$ cat src/hw/spi_irq_pkg.sv
// Function
// (RULE1) DMA enable bit 16 gates both requests
// (RULE2) Software readies DMA channels before enabling
// (RULE3) Receive enable bit 8 gates word interrupt
// (RULE4) Overrun enable bit 6 gates overrun interrupt
// (RULE5) Bit error enable bit 4 gates error interrupt
// (RULE6) Select bit 8 steers receive interrupt line
// (RULE7) Select bit 6 steers overrun interrupt line
// (RULE8) Select bit 4 steers bit error line
// (RULE9) Reserved bits read zero, writes ignored
// (RULE10) Software writes zeros into reserved bits
// (RULE11) Received word sets the received-word flag
// (RULE12) Word before buffer read sets overrun flag
// (RULE13) Run enable low holds both flags clear
// (RULE14) Each line ORs enabled sources selected there
// (RULE15) Reset clears every enable and select bit
package spi_irq_pkg;

  // ---------------------------------------------------------------
  // Register offsets (byte addresses)
  // ---------------------------------------------------------------
  localparam logic [11:0] GLOBAL_CONTROL_ONE_OFS = 12'h000;
  localparam logic [11:0] INTERRUPT_SOURCE_ENABLE_OFS = 12'h004;
  localparam logic [11:0] INTERRUPT_LINE_SELECT_OFS = 12'h008;
  localparam logic [11:0] EVENT_FLAG_REGISTER_OFS = 12'h00c;

  // ---------------------------------------------------------------
  // Field positions
  // ---------------------------------------------------------------
  localparam int MODULE_RUN_ENABLE_BIT = 24;
  localparam int DMA_REQUEST_ENABLE_BIT = 16;
  localparam int RECEIVE_BIT = 8;
  localparam int OVERRUN_BIT = 6;
  localparam int BIT_ERROR_BIT = 4;

  // Writable bits per register; everything else reads zero
  localparam logic [31:0] GLOBAL_CONTROL_ONE_MASK = 32'h0100_0000;
  localparam logic [31:0] INTERRUPT_SOURCE_ENABLE_MASK = 32'h0001_0150;
  localparam logic [31:0] INTERRUPT_LINE_SELECT_MASK = 32'h0000_0150;

  // ---------------------------------------------------------------
  // Reset values
  // ---------------------------------------------------------------
  localparam logic [31:0] GLOBAL_CONTROL_ONE_RST = 32'h0000_0000;
  localparam logic [31:0] INTERRUPT_SOURCE_ENABLE_RST = 32'h0000_0000;
  localparam logic [31:0] INTERRUPT_LINE_SELECT_RST = 32'h0000_0000;

  // ---------------------------------------------------------------
  // Bus responses and source count
  // ---------------------------------------------------------------
  localparam logic [1:0] RESP_OKAY = 2'h0;
  localparam logic [1:0] RESP_SLVERR = 2'h2;
  localparam int NUM_SOURCES = 3;

  // Register selected by an address
  typedef enum {
    SEL_GLOBAL,
    SEL_ENABLE,
    SEL_LINE,
    SEL_FLAGS,
    SEL_NONE
  } reg_sel_t;

endpackage

$ cat src/hw/irq_line_router.sv
`timescale 1ns/1ns
`default_nettype none
module irq_line_router #(
  parameter int SOURCES = 3
) (
  input wire logic [SOURCES-1:0] flags,
  input wire logic [SOURCES-1:0] enables,
  input wire logic [SOURCES-1:0] selects,
  output logic line_zero,
  output logic line_one
);

  logic [SOURCES-1:0] to_zero;
  logic [SOURCES-1:0] to_one;

  // Elaboration check on source count
  if (SOURCES < 1) begin : g_bad_sources
    $error("SOURCES must be at least 1");
  end

  // --------------------------------------------------------------
  // Per-source gating and steering
  // --------------------------------------------------------------
  for (genvar i = 0; i < SOURCES; i++) begin : g_src
    assign to_zero[i] = flags[i] & enables[i] & ~selects[i];
    assign to_one[i] = flags[i] & enables[i] & selects[i];
  end

  // Line is OR of enabled sources steered to it
  assign line_zero = |to_zero; // [RULE14]
  assign line_one = |to_one; // [RULE14]

endmodule
`default_nettype wire

$ cat src/hw/spi_irq_ctrl.sv
`timescale 1ns/1ns
`default_nettype none
module spi_irq_ctrl #(
  parameter int ADDR_W = 12
) (
  input wire logic clk,
  input wire logic rst_n,
  // AXI4-Lite slave
  input wire logic [ADDR_W-1:0] s_axi_awaddr,
  input wire logic s_axi_awvalid,
  output logic s_axi_awready,
  input wire logic [31:0] s_axi_wdata,
  input wire logic [3:0] s_axi_wstrb,
  input wire logic s_axi_wvalid,
  output logic s_axi_wready,
  output logic [1:0] s_axi_bresp,
  output logic s_axi_bvalid,
  input wire logic s_axi_bready,
  input wire logic [ADDR_W-1:0] s_axi_araddr,
  input wire logic s_axi_arvalid,
  output logic s_axi_arready,
  output logic [31:0] s_axi_rdata,
  output logic [1:0] s_axi_rresp,
  output logic s_axi_rvalid,
  input wire logic s_axi_rready,
  // Shift engine events
  input wire logic word_received,
  input wire logic receive_buffer_read,
  input wire logic bit_error_flag,
  input wire logic rx_data_ready,
  input wire logic tx_space_ready,
  // Outputs to interrupt and DMA controllers
  output logic irq_line_zero,
  output logic irq_line_one,
  output logic rx_dma_req,
  output logic tx_dma_req
);

  // Elaboration check on address width
  if (ADDR_W < 4 || ADDR_W > 12) begin : g_bad_addr_w
    $error("ADDR_W must lie in 4..12");
  end

  // Address to register decode
  function automatic spi_irq_pkg::reg_sel_t decode(input logic [ADDR_W-1:0] addr);
    logic [11:0] a;
    a = 12'(addr);
    unique case (a)
      spi_irq_pkg::GLOBAL_CONTROL_ONE_OFS: decode = spi_irq_pkg::SEL_GLOBAL;
      spi_irq_pkg::INTERRUPT_SOURCE_ENABLE_OFS: decode = spi_irq_pkg::SEL_ENABLE;
      spi_irq_pkg::INTERRUPT_LINE_SELECT_OFS: decode = spi_irq_pkg::SEL_LINE;
      spi_irq_pkg::EVENT_FLAG_REGISTER_OFS: decode = spi_irq_pkg::SEL_FLAGS;
      default: decode = spi_irq_pkg::SEL_NONE;
    endcase
  endfunction

  // Byte-lane merge limited to writable bits
  function automatic logic [31:0] merge(input logic [31:0] old, input logic [31:0] data,
                                        input logic [3:0] strb, input logic [31:0] mask);
    logic [31:0] lanes;
    lanes = {{8{strb[3]}}, {8{strb[2]}}, {8{strb[1]}}, {8{strb[0]}}};
    merge = ((old & ~lanes) | (data & lanes)) & mask;
  endfunction

  // --------------------------------------------------------------
  // State
  // --------------------------------------------------------------
  logic aw_pend_reg, aw_pend_next;
  logic [ADDR_W-1:0] awaddr_reg, awaddr_next;
  logic w_pend_reg, w_pend_next;
  logic [31:0] wdata_reg, wdata_next;
  logic [3:0] wstrb_reg, wstrb_next;
  logic awready_reg, awready_next;
  logic wready_reg, wready_next;
  logic bvalid_reg, bvalid_next;
  logic [1:0] bresp_reg, bresp_next;
  logic arready_reg, arready_next;
  logic rvalid_reg, rvalid_next;
  logic [31:0] rdata_reg, rdata_next;
  logic [1:0] rresp_reg, rresp_next;
  logic [31:0] gctl_reg, gctl_next;
  logic [31:0] enable_reg, enable_next;
  logic [31:0] select_reg, select_next;
  logic rx_flag_reg, rx_flag_next;
  logic ovr_flag_reg, ovr_flag_next;
  logic line0_reg, line0_next;
  logic line1_reg, line1_next;
  logic rx_dma_reg, rx_dma_next;
  logic tx_dma_reg, tx_dma_next;

  logic do_write;
  logic run_enable;
  logic [31:0] flag_word;
  logic [2:0] src_flags;
  logic [2:0] src_enables;
  logic [2:0] src_selects;
  logic route_zero;
  logic route_one;

  assign run_enable = gctl_reg[spi_irq_pkg::MODULE_RUN_ENABLE_BIT];
  assign do_write = aw_pend_reg && w_pend_reg && !bvalid_reg;

  // Flag register image
  always_comb begin
    flag_word = 32'h0000_0000;
    flag_word[spi_irq_pkg::RECEIVE_BIT] = rx_flag_reg;
    flag_word[spi_irq_pkg::OVERRUN_BIT] = ovr_flag_reg;
    flag_word[spi_irq_pkg::BIT_ERROR_BIT] = bit_error_flag;
  end

  // --------------------------------------------------------------
  // Bus, register and flag next state
  // --------------------------------------------------------------
  always_comb begin
    aw_pend_next = aw_pend_reg;
    awaddr_next = awaddr_reg;
    w_pend_next = w_pend_reg;
    wdata_next = wdata_reg;
    wstrb_next = wstrb_reg;
    bvalid_next = bvalid_reg;
    bresp_next = bresp_reg;
    arready_next = arready_reg;
    rvalid_next = rvalid_reg;
    rdata_next = rdata_reg;
    rresp_next = rresp_reg;
    gctl_next = gctl_reg;
    enable_next = enable_reg;
    select_next = select_reg;
    rx_flag_next = rx_flag_reg;
    ovr_flag_next = ovr_flag_reg;
    // Address and data captured in either order
    if (s_axi_awvalid && awready_reg) begin
      aw_pend_next = 1'b1;
      awaddr_next = s_axi_awaddr;
    end
    if (s_axi_wvalid && wready_reg) begin
      w_pend_next = 1'b1;
      wdata_next = s_axi_wdata;
      wstrb_next = s_axi_wstrb;
    end
    if (s_axi_bvalid && s_axi_bready) begin
      bvalid_next = 1'b0;
    end
    // Flag clears from software and buffer read
    if (receive_buffer_read) begin
      rx_flag_next = 1'b0;
    end
    if (do_write) begin
      aw_pend_next = 1'b0;
      w_pend_next = 1'b0;
      bvalid_next = 1'b1;
      bresp_next = spi_irq_pkg::RESP_OKAY;
      unique case (decode(awaddr_reg))
        spi_irq_pkg::SEL_GLOBAL:
          gctl_next = merge(gctl_reg, wdata_reg, wstrb_reg, spi_irq_pkg::GLOBAL_CONTROL_ONE_MASK);
        spi_irq_pkg::SEL_ENABLE: // [RULE9]
          enable_next = merge(enable_reg, wdata_reg, wstrb_reg, spi_irq_pkg::INTERRUPT_SOURCE_ENABLE_MASK);
        spi_irq_pkg::SEL_LINE: // [RULE9]
          select_next = merge(select_reg, wdata_reg, wstrb_reg, spi_irq_pkg::INTERRUPT_LINE_SELECT_MASK);
        spi_irq_pkg::SEL_FLAGS: begin
          // Write one to clear
          if (wstrb_reg[1] && wdata_reg[spi_irq_pkg::RECEIVE_BIT]) begin
            rx_flag_next = 1'b0;
          end
          if (wstrb_reg[0] && wdata_reg[spi_irq_pkg::OVERRUN_BIT]) begin
            ovr_flag_next = 1'b0;
          end
        end
        spi_irq_pkg::SEL_NONE: bresp_next = spi_irq_pkg::RESP_SLVERR;
      endcase
    end
    // Hardware set wins over software and buffer-read clears
    if (word_received) begin
      rx_flag_next = 1'b1; // [RULE11]
      if (rx_flag_reg && !receive_buffer_read) begin
        ovr_flag_next = 1'b1; // [RULE12]
      end
    end
    // Run enable low forces both flags clear
    if (!gctl_next[spi_irq_pkg::MODULE_RUN_ENABLE_BIT] || !run_enable) begin
      rx_flag_next = 1'b0; // [RULE13]
      ovr_flag_next = 1'b0; // [RULE13]
    end
    // Read channel
    if (s_axi_rvalid && s_axi_rready) begin
      rvalid_next = 1'b0;
      arready_next = 1'b1;
    end
    if (s_axi_arvalid && arready_reg) begin
      arready_next = 1'b0;
      rvalid_next = 1'b1;
      rresp_next = spi_irq_pkg::RESP_OKAY;
      unique case (decode(s_axi_araddr))
        spi_irq_pkg::SEL_GLOBAL: rdata_next = gctl_reg;
        spi_irq_pkg::SEL_ENABLE: rdata_next = enable_reg; // [RULE9]
        spi_irq_pkg::SEL_LINE: rdata_next = select_reg; // [RULE9]
        spi_irq_pkg::SEL_FLAGS: rdata_next = flag_word;
        spi_irq_pkg::SEL_NONE: begin
          rdata_next = 32'h0000_0000;
          rresp_next = spi_irq_pkg::RESP_SLVERR;
        end
      endcase
    end
    awready_next = !aw_pend_next;
    wready_next = !w_pend_next;
  end

  // Source vectors: receive, overrun, bit error
  assign src_flags = {rx_flag_reg, ovr_flag_reg, bit_error_flag};
  assign src_enables = {enable_reg[spi_irq_pkg::RECEIVE_BIT],    // [RULE3]
                        enable_reg[spi_irq_pkg::OVERRUN_BIT],    // [RULE4]
                        enable_reg[spi_irq_pkg::BIT_ERROR_BIT]}; // [RULE5]
  assign src_selects = {select_reg[spi_irq_pkg::RECEIVE_BIT],    // [RULE6]
                        select_reg[spi_irq_pkg::OVERRUN_BIT],    // [RULE7]
                        select_reg[spi_irq_pkg::BIT_ERROR_BIT]}; // [RULE8]

  // Gate and steer each source
  irq_line_router #(
    .SOURCES(spi_irq_pkg::NUM_SOURCES)
  ) u_router (
    .flags(src_flags),
    .enables(src_enables),
    .selects(src_selects),
    .line_zero(route_zero),
    .line_one(route_one)
  );

  // Output next values
  always_comb begin
    line0_next = route_zero; // [RULE14]
    line1_next = route_one; // [RULE14]
    rx_dma_next = enable_reg[spi_irq_pkg::DMA_REQUEST_ENABLE_BIT] & rx_data_ready; // [RULE1]
    tx_dma_next = enable_reg[spi_irq_pkg::DMA_REQUEST_ENABLE_BIT] & tx_space_ready; // [RULE1]
  end

  // --------------------------------------------------------------
  // Registers
  // --------------------------------------------------------------
  always_ff @(posedge clk or negedge rst_n) begin
    if (!rst_n) begin
      aw_pend_reg <= 1'b0;
      awaddr_reg <= '0;
      w_pend_reg <= 1'b0;
      wdata_reg <= 32'h0000_0000;
      wstrb_reg <= 4'h0;
      awready_reg <= 1'b1;
      wready_reg <= 1'b1;
      bvalid_reg <= 1'b0;
      bresp_reg <= 2'h0;
      arready_reg <= 1'b1;
      rvalid_reg <= 1'b0;
      rdata_reg <= 32'h0000_0000;
      rresp_reg <= 2'h0;
      gctl_reg <= spi_irq_pkg::GLOBAL_CONTROL_ONE_RST;
      enable_reg <= spi_irq_pkg::INTERRUPT_SOURCE_ENABLE_RST; // [RULE15]
      select_reg <= spi_irq_pkg::INTERRUPT_LINE_SELECT_RST; // [RULE15]
      rx_flag_reg <= 1'b0;
      ovr_flag_reg <= 1'b0;
      line0_reg <= 1'b0;
      line1_reg <= 1'b0;
      rx_dma_reg <= 1'b0;
      tx_dma_reg <= 1'b0;
    end else begin
      aw_pend_reg <= aw_pend_next;
      awaddr_reg <= awaddr_next;
      w_pend_reg <= w_pend_next;
      wdata_reg <= wdata_next;
      wstrb_reg <= wstrb_next;
      awready_reg <= awready_next;
      wready_reg <= wready_next;
      bvalid_reg <= bvalid_next;
      bresp_reg <= bresp_next;
      arready_reg <= arready_next;
      rvalid_reg <= rvalid_next;
      rdata_reg <= rdata_next;
      rresp_reg <= rresp_next;
      gctl_reg <= gctl_next;
      enable_reg <= enable_next;
      select_reg <= select_next;
      rx_flag_reg <= rx_flag_next;
      ovr_flag_reg <= ovr_flag_next;
      line0_reg <= line0_next;
      line1_reg <= line1_next;
      rx_dma_reg <= rx_dma_next;
      tx_dma_reg <= tx_dma_next;
    end
  end

  // Ports straight from flip-flops
  assign s_axi_awready = awready_reg;
  assign s_axi_wready = wready_reg;
  assign s_axi_bvalid = bvalid_reg;
  assign s_axi_bresp = bresp_reg;
  assign s_axi_arready = arready_reg;
  assign s_axi_rvalid = rvalid_reg;
  assign s_axi_rdata = rdata_reg;
  assign s_axi_rresp = rresp_reg;
  assign irq_line_zero = line0_reg;
  assign irq_line_one = line1_reg;
  assign rx_dma_req = rx_dma_reg;
  assign tx_dma_req = tx_dma_reg;

endmodule
`default_nettype wire

$ cat config.mk
export PLATFORM = sky130hd
export DESIGN_NAME = spi_irq_ctrl
export DESIGN_NICKNAME = d
export VERILOG_FILES = /design/src/hw/spi_irq_pkg.sv /design/src/hw/irq_line_router.sv /design/src/hw/spi_irq_ctrl.sv
export SDC_FILE = /design/constraint.sdc
export NUM_CORES = 1
export LEC_CHECK = 0
export BUFFER_PORTS_ARGS = -buffer_cell sky130_fd_sc_hd__buf_2
export CORE_UTILIZATION = 45
export DETAILED_ROUTE_END_ITERATION = 7
export GPL_ROUTABILITY_DRIVEN = 0
export PLACE_DENSITY_LB_ADDON = 0.15
export SETUP_SLACK_MARGIN = 0.02
export SLEW_MARGIN = 20
export SYNTH_ARGS = -nofsm -noshare
export SYNTH_HDL_FRONTEND = slang
export SYNTH_HIERARCHICAL = 1
export SYNTH_SLANG_ARGS = --single-unit
$ cat constraint.sdc
create_clock -name clk -period 2.22 [get_ports clk]
set_clock_uncertainty 0.1 [all_clocks]
set_input_delay 0.333 -clock clk [delete_from_list [all_inputs] [get_ports clk]]
set_output_delay 0.333 -clock clk [all_outputs]
set_load 0.005 [all_outputs]
==> flow_summary_export.csv, run 1 <==
group,metric,value,unit
global_routing,antenna_found_initial,0,
power,leakage,0.00133,uW
route,antenna_left,0,
synthesis,avgSynthCellArea,12.0,sq um
layout,utilization,54.6,%
placement,place_hpwl,2.75,mm
critical_path,required,2.30,ns
floorplanning,die_h,73.3,microns
global_routing,gr-usage-all-layers,15.7,%
clocking,insertion_delay,0.29,ns
critical_path,arrival,2.01,ns
layout,nets,327,
timing,setup_viol,0,
timing,period_share,86.7,%
route,firstDrtPassIters,4,
synthesis,yosysSeqAreaShare,53.7,%
timing,drv_slew,0,
critical_path,cp_slowest_stage_delay,0.44,ns
critical_path,critPathSlowestCell,"and4_1",
clocking,cts_buffer_depth,2,
clocking,cts_tree,"done",
global_routing,gr-total-overflow,0,
run,drv_cap,0,
timing,min_period,1.92,ns
floorplanning,fp.dieW,73.3,microns
synthesis,ys.flop_type,"dfrtp_1",
route,drtIter0Drc,40,
timing,worst_hold_slack,0.0106,ns
critical_path,end_kind,"register",
worst_hold_path,hold_class,"primary input to asynchronous set/reset pin",
route,avgViaCountPerCell,4.66,
timing,fmax,520,MHz
global_routing,grt_pass1_wl,6.35,mm
placement,dp_slack,0.294,ns
timing,tightest_slew,0.600,ns
synthesis,synth_edf_count,0,
synthesis,synth-compound-area-share,6.01,%
global_routing,grt_pass1_vias,1440,
synthesis,synthTopCellsByCount,"dfrtp_1, buf_4, mux2_2",
synthesis,synth_top_family_by_area,"multiplexers",
clocking,cts_buffers,5,
floorplanning,initial_core_util,47.5,%
outcome,status,"finished clean",
synthesis,synth.largest_area_cell,"dfrtp_1",
synthesis,synth_top_cell_area_share,50.3,%
synthesis,yosysWarnings,6,
synthesis,synthTopCellsByArea,"dfrtp_1, mux2_2, buf_4",
layout,layout-drive-gt1-share,41.0,%
placement,portBuffers,60,
power,power.density,904,nW/um^2
timing,rsz0062_at_grt,"no",
synthesis,synthMostInstantiatedCell,"dfrtp_1",
floorplanning,num_rows,25,
synthesis,syn_area,2290,sq um
critical_path,start_kind,"register",
clocking,postCtsSetupRepairBufs,0,
synthesis,async_reset_ff_share,100,%
route,num_vias,1505,
synthesis,synth_fa_ha_area_share,0,%
timing,fin_ws,0.296,ns
clocking,cts_hold_buf,0,
clocking,cts.repair.resized,0,
synthesis,synth_simple_gate_area_share,12.4,%
synthesis,synth_cells,191,
critical_path,cp_max_fo,9,
route,wirelength,3.69,mm
clocking,cts_max_level,2,
clocking,clk_pin_slew,0.08,ns
critical_path,worstSetupPathType,"register to register",
power,peakVddDrop,531,uV
timing,finalHoldViolations,0,
synthesis,ys_seq_elements,49,
floorplanning,dieArea,5370,sq um
critical_path,path_cells,"and3b_1, and4_1, and3_4, mux2_4",
layout,antenna_cells,0,
floorplanning,core_area,4820,sq um
synthesis,muxShareOfSynthArea,16.3,%
layout,syn_to_final_growth,15.0,%
route,drc_errors,0,
clocking,ctsRootBufferMaster,"clkbuf_8",
clocking,clock-sinks,49,
global_routing,grt_max_degree,50,
synthesis,synth_cell_types,35,
timing,slew_headroom,60.0,%
route,wl_per_cell,11.4,microns
floorplanning,io_pins,117,
timing,final.setup.tns,0,ns
synthesis,synth-xor-area-share,0,%
power,p_total,2380,uW
==> stage by stage <==
step	instances	instance area, sq um
finish	323	2630
global route	323	2630
CTS	323	2630
detailed placement	315	2550
global placement	315	2550
floorplan	219	2390
==> area by class of cell <==
| type | instances | area [sq um] |
|---|---|---|
| multi-input combinational | 132 | 905 |
| sequential | 49 | 1230 |
| clock buffer | 6 | 72.6 |
| timing repair buffer | 61 | 308 |
| fill | 446 | 2190 |
| tap | 67 | 83.8 |
| inverter | 6 | 22.5 |
| clock inverter | 2 | 10.0 |
==> worst paths after layout <==
kind	from	end	slack [ns]	cells after the start
setup / recovery	s_axi_bvalid	register	0.30	4
hold / removal	rst_n	rx_dma_req	0.01	2
setup reg to reg	s_axi_bvalid	register	0.30	4
hold reg to reg	s_axi_rdata[4]	s_axi_rdata[4]	0.37	2
max in group asynchronous	rst_n	asynchronous set/reset pin	1.59	2
min in group clk	s_axi_arvalid	s_axi_arready	0.10	2
==> cell families (layout without fill, tap and decap cells) <==
logic type,Yosys count,after routing
AO/OA/AOI/OAI,21,21
multiplexers,33,33
AND/OR/NAND/NOR,49,49
flip-flops,49,49
buffers and inverters,38,75
other,1,29
==> critical path: cells and delay by family (launching register included) <==
| family | cells | cell delay [ns] |
|---|---|---|
| and+or+nand+nor | 3 | 1.01 |
| DFF | 1 | 0.41 |
| muxes | 1 | 0.30 |
==> layer usage <==
metal	up-vias	global-route usage (%)	part of all wire [%]
met5	-	0	0
met4	0	6.41	1.4
met3	5	4.53	6.5
met2	64	26.1	47
met1	709	19.1	45
li1	727	-	-
==> where the power goes <==
| part | internal [uW] | switching, uW | leakage (uW) |
|---|---|---|---|
| clock | 219 | 278 | 0.0000450 |
| sequential | 1160 | 194 | 0.000611 |
| combinational | 321 | 210 | 0.000678 |
==> layout by cell type (no fill, tap or decap), drive strengths merged, types with 5 or more instances in the layout <==
cell,n
nand2,11
o21ai,7
nand3,5
conb,29
clkbuf,6
mux2,29
nor2,10
a21oi,7
buf,61
inv,6
dfrtp,46
Note: power is estimated with default switching activity, not from simulation.
==> run 2: changes to the inputs <==
- CORE_UTILIZATION: 45 -> 41
- CTS_CLUSTER_DIAMETER: not set -> 30
- clock period: 2.22 -> 1.7 ns (I/O delays scaled with it)
==> flow_summary_export.csv, run 2 (synthesis results as in run 1) <==
group,metric,value,unit
outcome,status,"finished with violations",
outcome,failed_checks,"setup timing",
power,power.density,1240,nW/um^2
timing,min_period,1.72,ns
global_routing,gr-total-overflow,0,
timing,rsz0062_at_grt,"yes",
critical_path,path_cells,"nor4_2, and4_4, and3_4, mux2_4",
route,num_vias,1514,
critical_path,crit_start,"awaddr_reg[1]",
timing,final.setup.tns,-0.0363,ns
route,wirelength,3.96,mm
timing,finalHoldViolations,0,
power,power.internal,2470,uW
route,drc_errors,0,
critical_path,cp_slowest_stage_delay,0.39,ns
floorplanning,core_area,5240,sq um
placement,place_hpwl,2.98,mm
global_routing,gr-usage-all-layers,14.1,%
power,p_comb_share,23.3,%
power,p_total,3420,uW
power,leakage,0.00139,uW
power,seqPwrFrac,51.6,%
route,avgViaCountPerCell,4.53,
critical_path,cp_max_fo,6,
layout,nets,335,
critical_path,critPathBufInv,0,
clocking,cts_buffer_depth,2,
timing,fin_ws,-0.0188,ns
clocking,clock-sinks,49,
clocking,cts_max_level,2,
critical_path,required,1.79,ns
route,drtIter0Drc,46,
critical_path,start_kind,"register",
placement,place_area,2620,sq um
floorplanning,io_pins,117,
floorplanning,die_h,76.7,microns
layout,syn_to_final_growth,20.9,%
layout,antenna_cells,0,
layout,layout-drive-gt1-share,43.9,%
power,peakVddDrop,827,uV
floorplanning,initial_core_util,43.7,%
timing,setup_viol,2,
route,firstDrtPassIters,3,
critical_path,end_kind,"register",
floorplanning,num_rows,26,
clocking,cts_buffers,5,
global_routing,antenna_found_initial,0,
run,drv_cap,0,
worst_hold_path,hp-start,"s_axi_arvalid",
floorplanning,fp.dieW,76.7,microns
timing,period_share,101,%
clocking,postCtsSetupRepairBufs,0,
layout,layout_common_cells,"buf_2, dfrtp_1, conb_1",
route,wl_per_cell,11.8,microns
clocking,ctsRootBufferMaster,"clkbuf_8",
timing,worst_hold_slack,0.0225,ns
critical_path,critical-path-top-delay-family,"simple AND/OR/NAND/NOR gates",
clocking,clk_pin_slew,0.09,ns
clocking,insertion_delay,0.30,ns
layout,final_common_cell,"buf_2",
critical_path,regToRegStartpoint,"awaddr_reg[1]",
timing,drv_slew,0,
floorplanning,dieArea,5880,sq um
worst_hold_path,hold_class,"primary input to register",
clocking,cts_tree,"done",
placement,portBuffers,60,
global_routing,grt_pass1_vias,1426,
global_routing,grt_max_degree,50,
power,p_clk_share,25.0,%
power,switchingPower,946,uW
route,antenna_left,0,
critical_path,worstSetupPathType,"register to register",
critical_path,arrival,1.81,ns
layout,final_area,2770,sq um
timing,fmax,582,MHz
global_routing,grt_pass1_wl,6.49,mm
power,swShare,27.7,%
critical_path,critPathSlowestCell,"dfrtp_1",
[run 2: final cells by class]
| type | instances | area, sq um |
|---|---|---|
| Clock inverter | 2 | 37.5 |
| Multi-Input combinational cell | 132 | 920 |
| Inverter | 6 | 22.5 |
| Clock buffer | 6 | 82.6 |
| Sequential cell | 49 | 1230 |
| Tap cell | 70 | 87.6 |
| Fill cell | 501 | 2470 |
| Timing Repair Buffer | 69 | 387 |
[run 2: what timing repair did]
action | in CTS | in global routing
hold buffers | 1 | 0
resized for setup | 3 | 2
pin swaps | 1 | 2
hold endpoints to repair | 46 | 0
endpoints found under the setup margin | 7 | 8
[run 2: worst reg2reg max path, cell delays in order (launching register included)]
cell	delay [ns]
dfrtp_1	0.39
nor4_2	0.30
and4_4	0.32
and3_4	0.22
mux2_4	0.29
[run 2: power by group through the flow]
stage	clock network, uW	logic, uW	registers, uW
finish	855	798	1760
global route	942	884	1820
CTS	892	809	1760
detailed placement	0	799	1770
global placement	0	779	1760
floorplan	0	559	1720
[run 2: final timing paths]
check                                 end  slack, ns  cells past startpoint
max in group asynchronous   s_axi_awready       0.86                      3
max reg2reg                      register      -0.02                      4
min reg2reg                s_axi_rdata[4]       0.38                      2
min in group asynchronous  s_axi_rdata[8]       0.36                      3
max                              register      -0.02                      4
min                         s_axi_arready       0.02                      2
[run 2: per-stage QoR]
step,util (%),setup slack (ns),cells
6_report,52.8,-0.0188,334
5_1_grt,52.8,-0.0739,334
4_1_cts,52.6,0.00506,334
3_5_place_dp,50.0,-0.0931,325
3_3_place_gp,50.0,-0.0977,325
2_1_floorplan,-,0.0321,219
[run 2: metal layers]
metal | up-vias | GRT usage, % | share of wire, %
met2 | 59 | 22.1 | 46
met3 | 4 | 5.12 | 7.4
li1 | 752 | - | -
met1 | 699 | 17.5 | 45
met5 | - | 0 | 0
met4 | 0 | 5.77 | 0.96
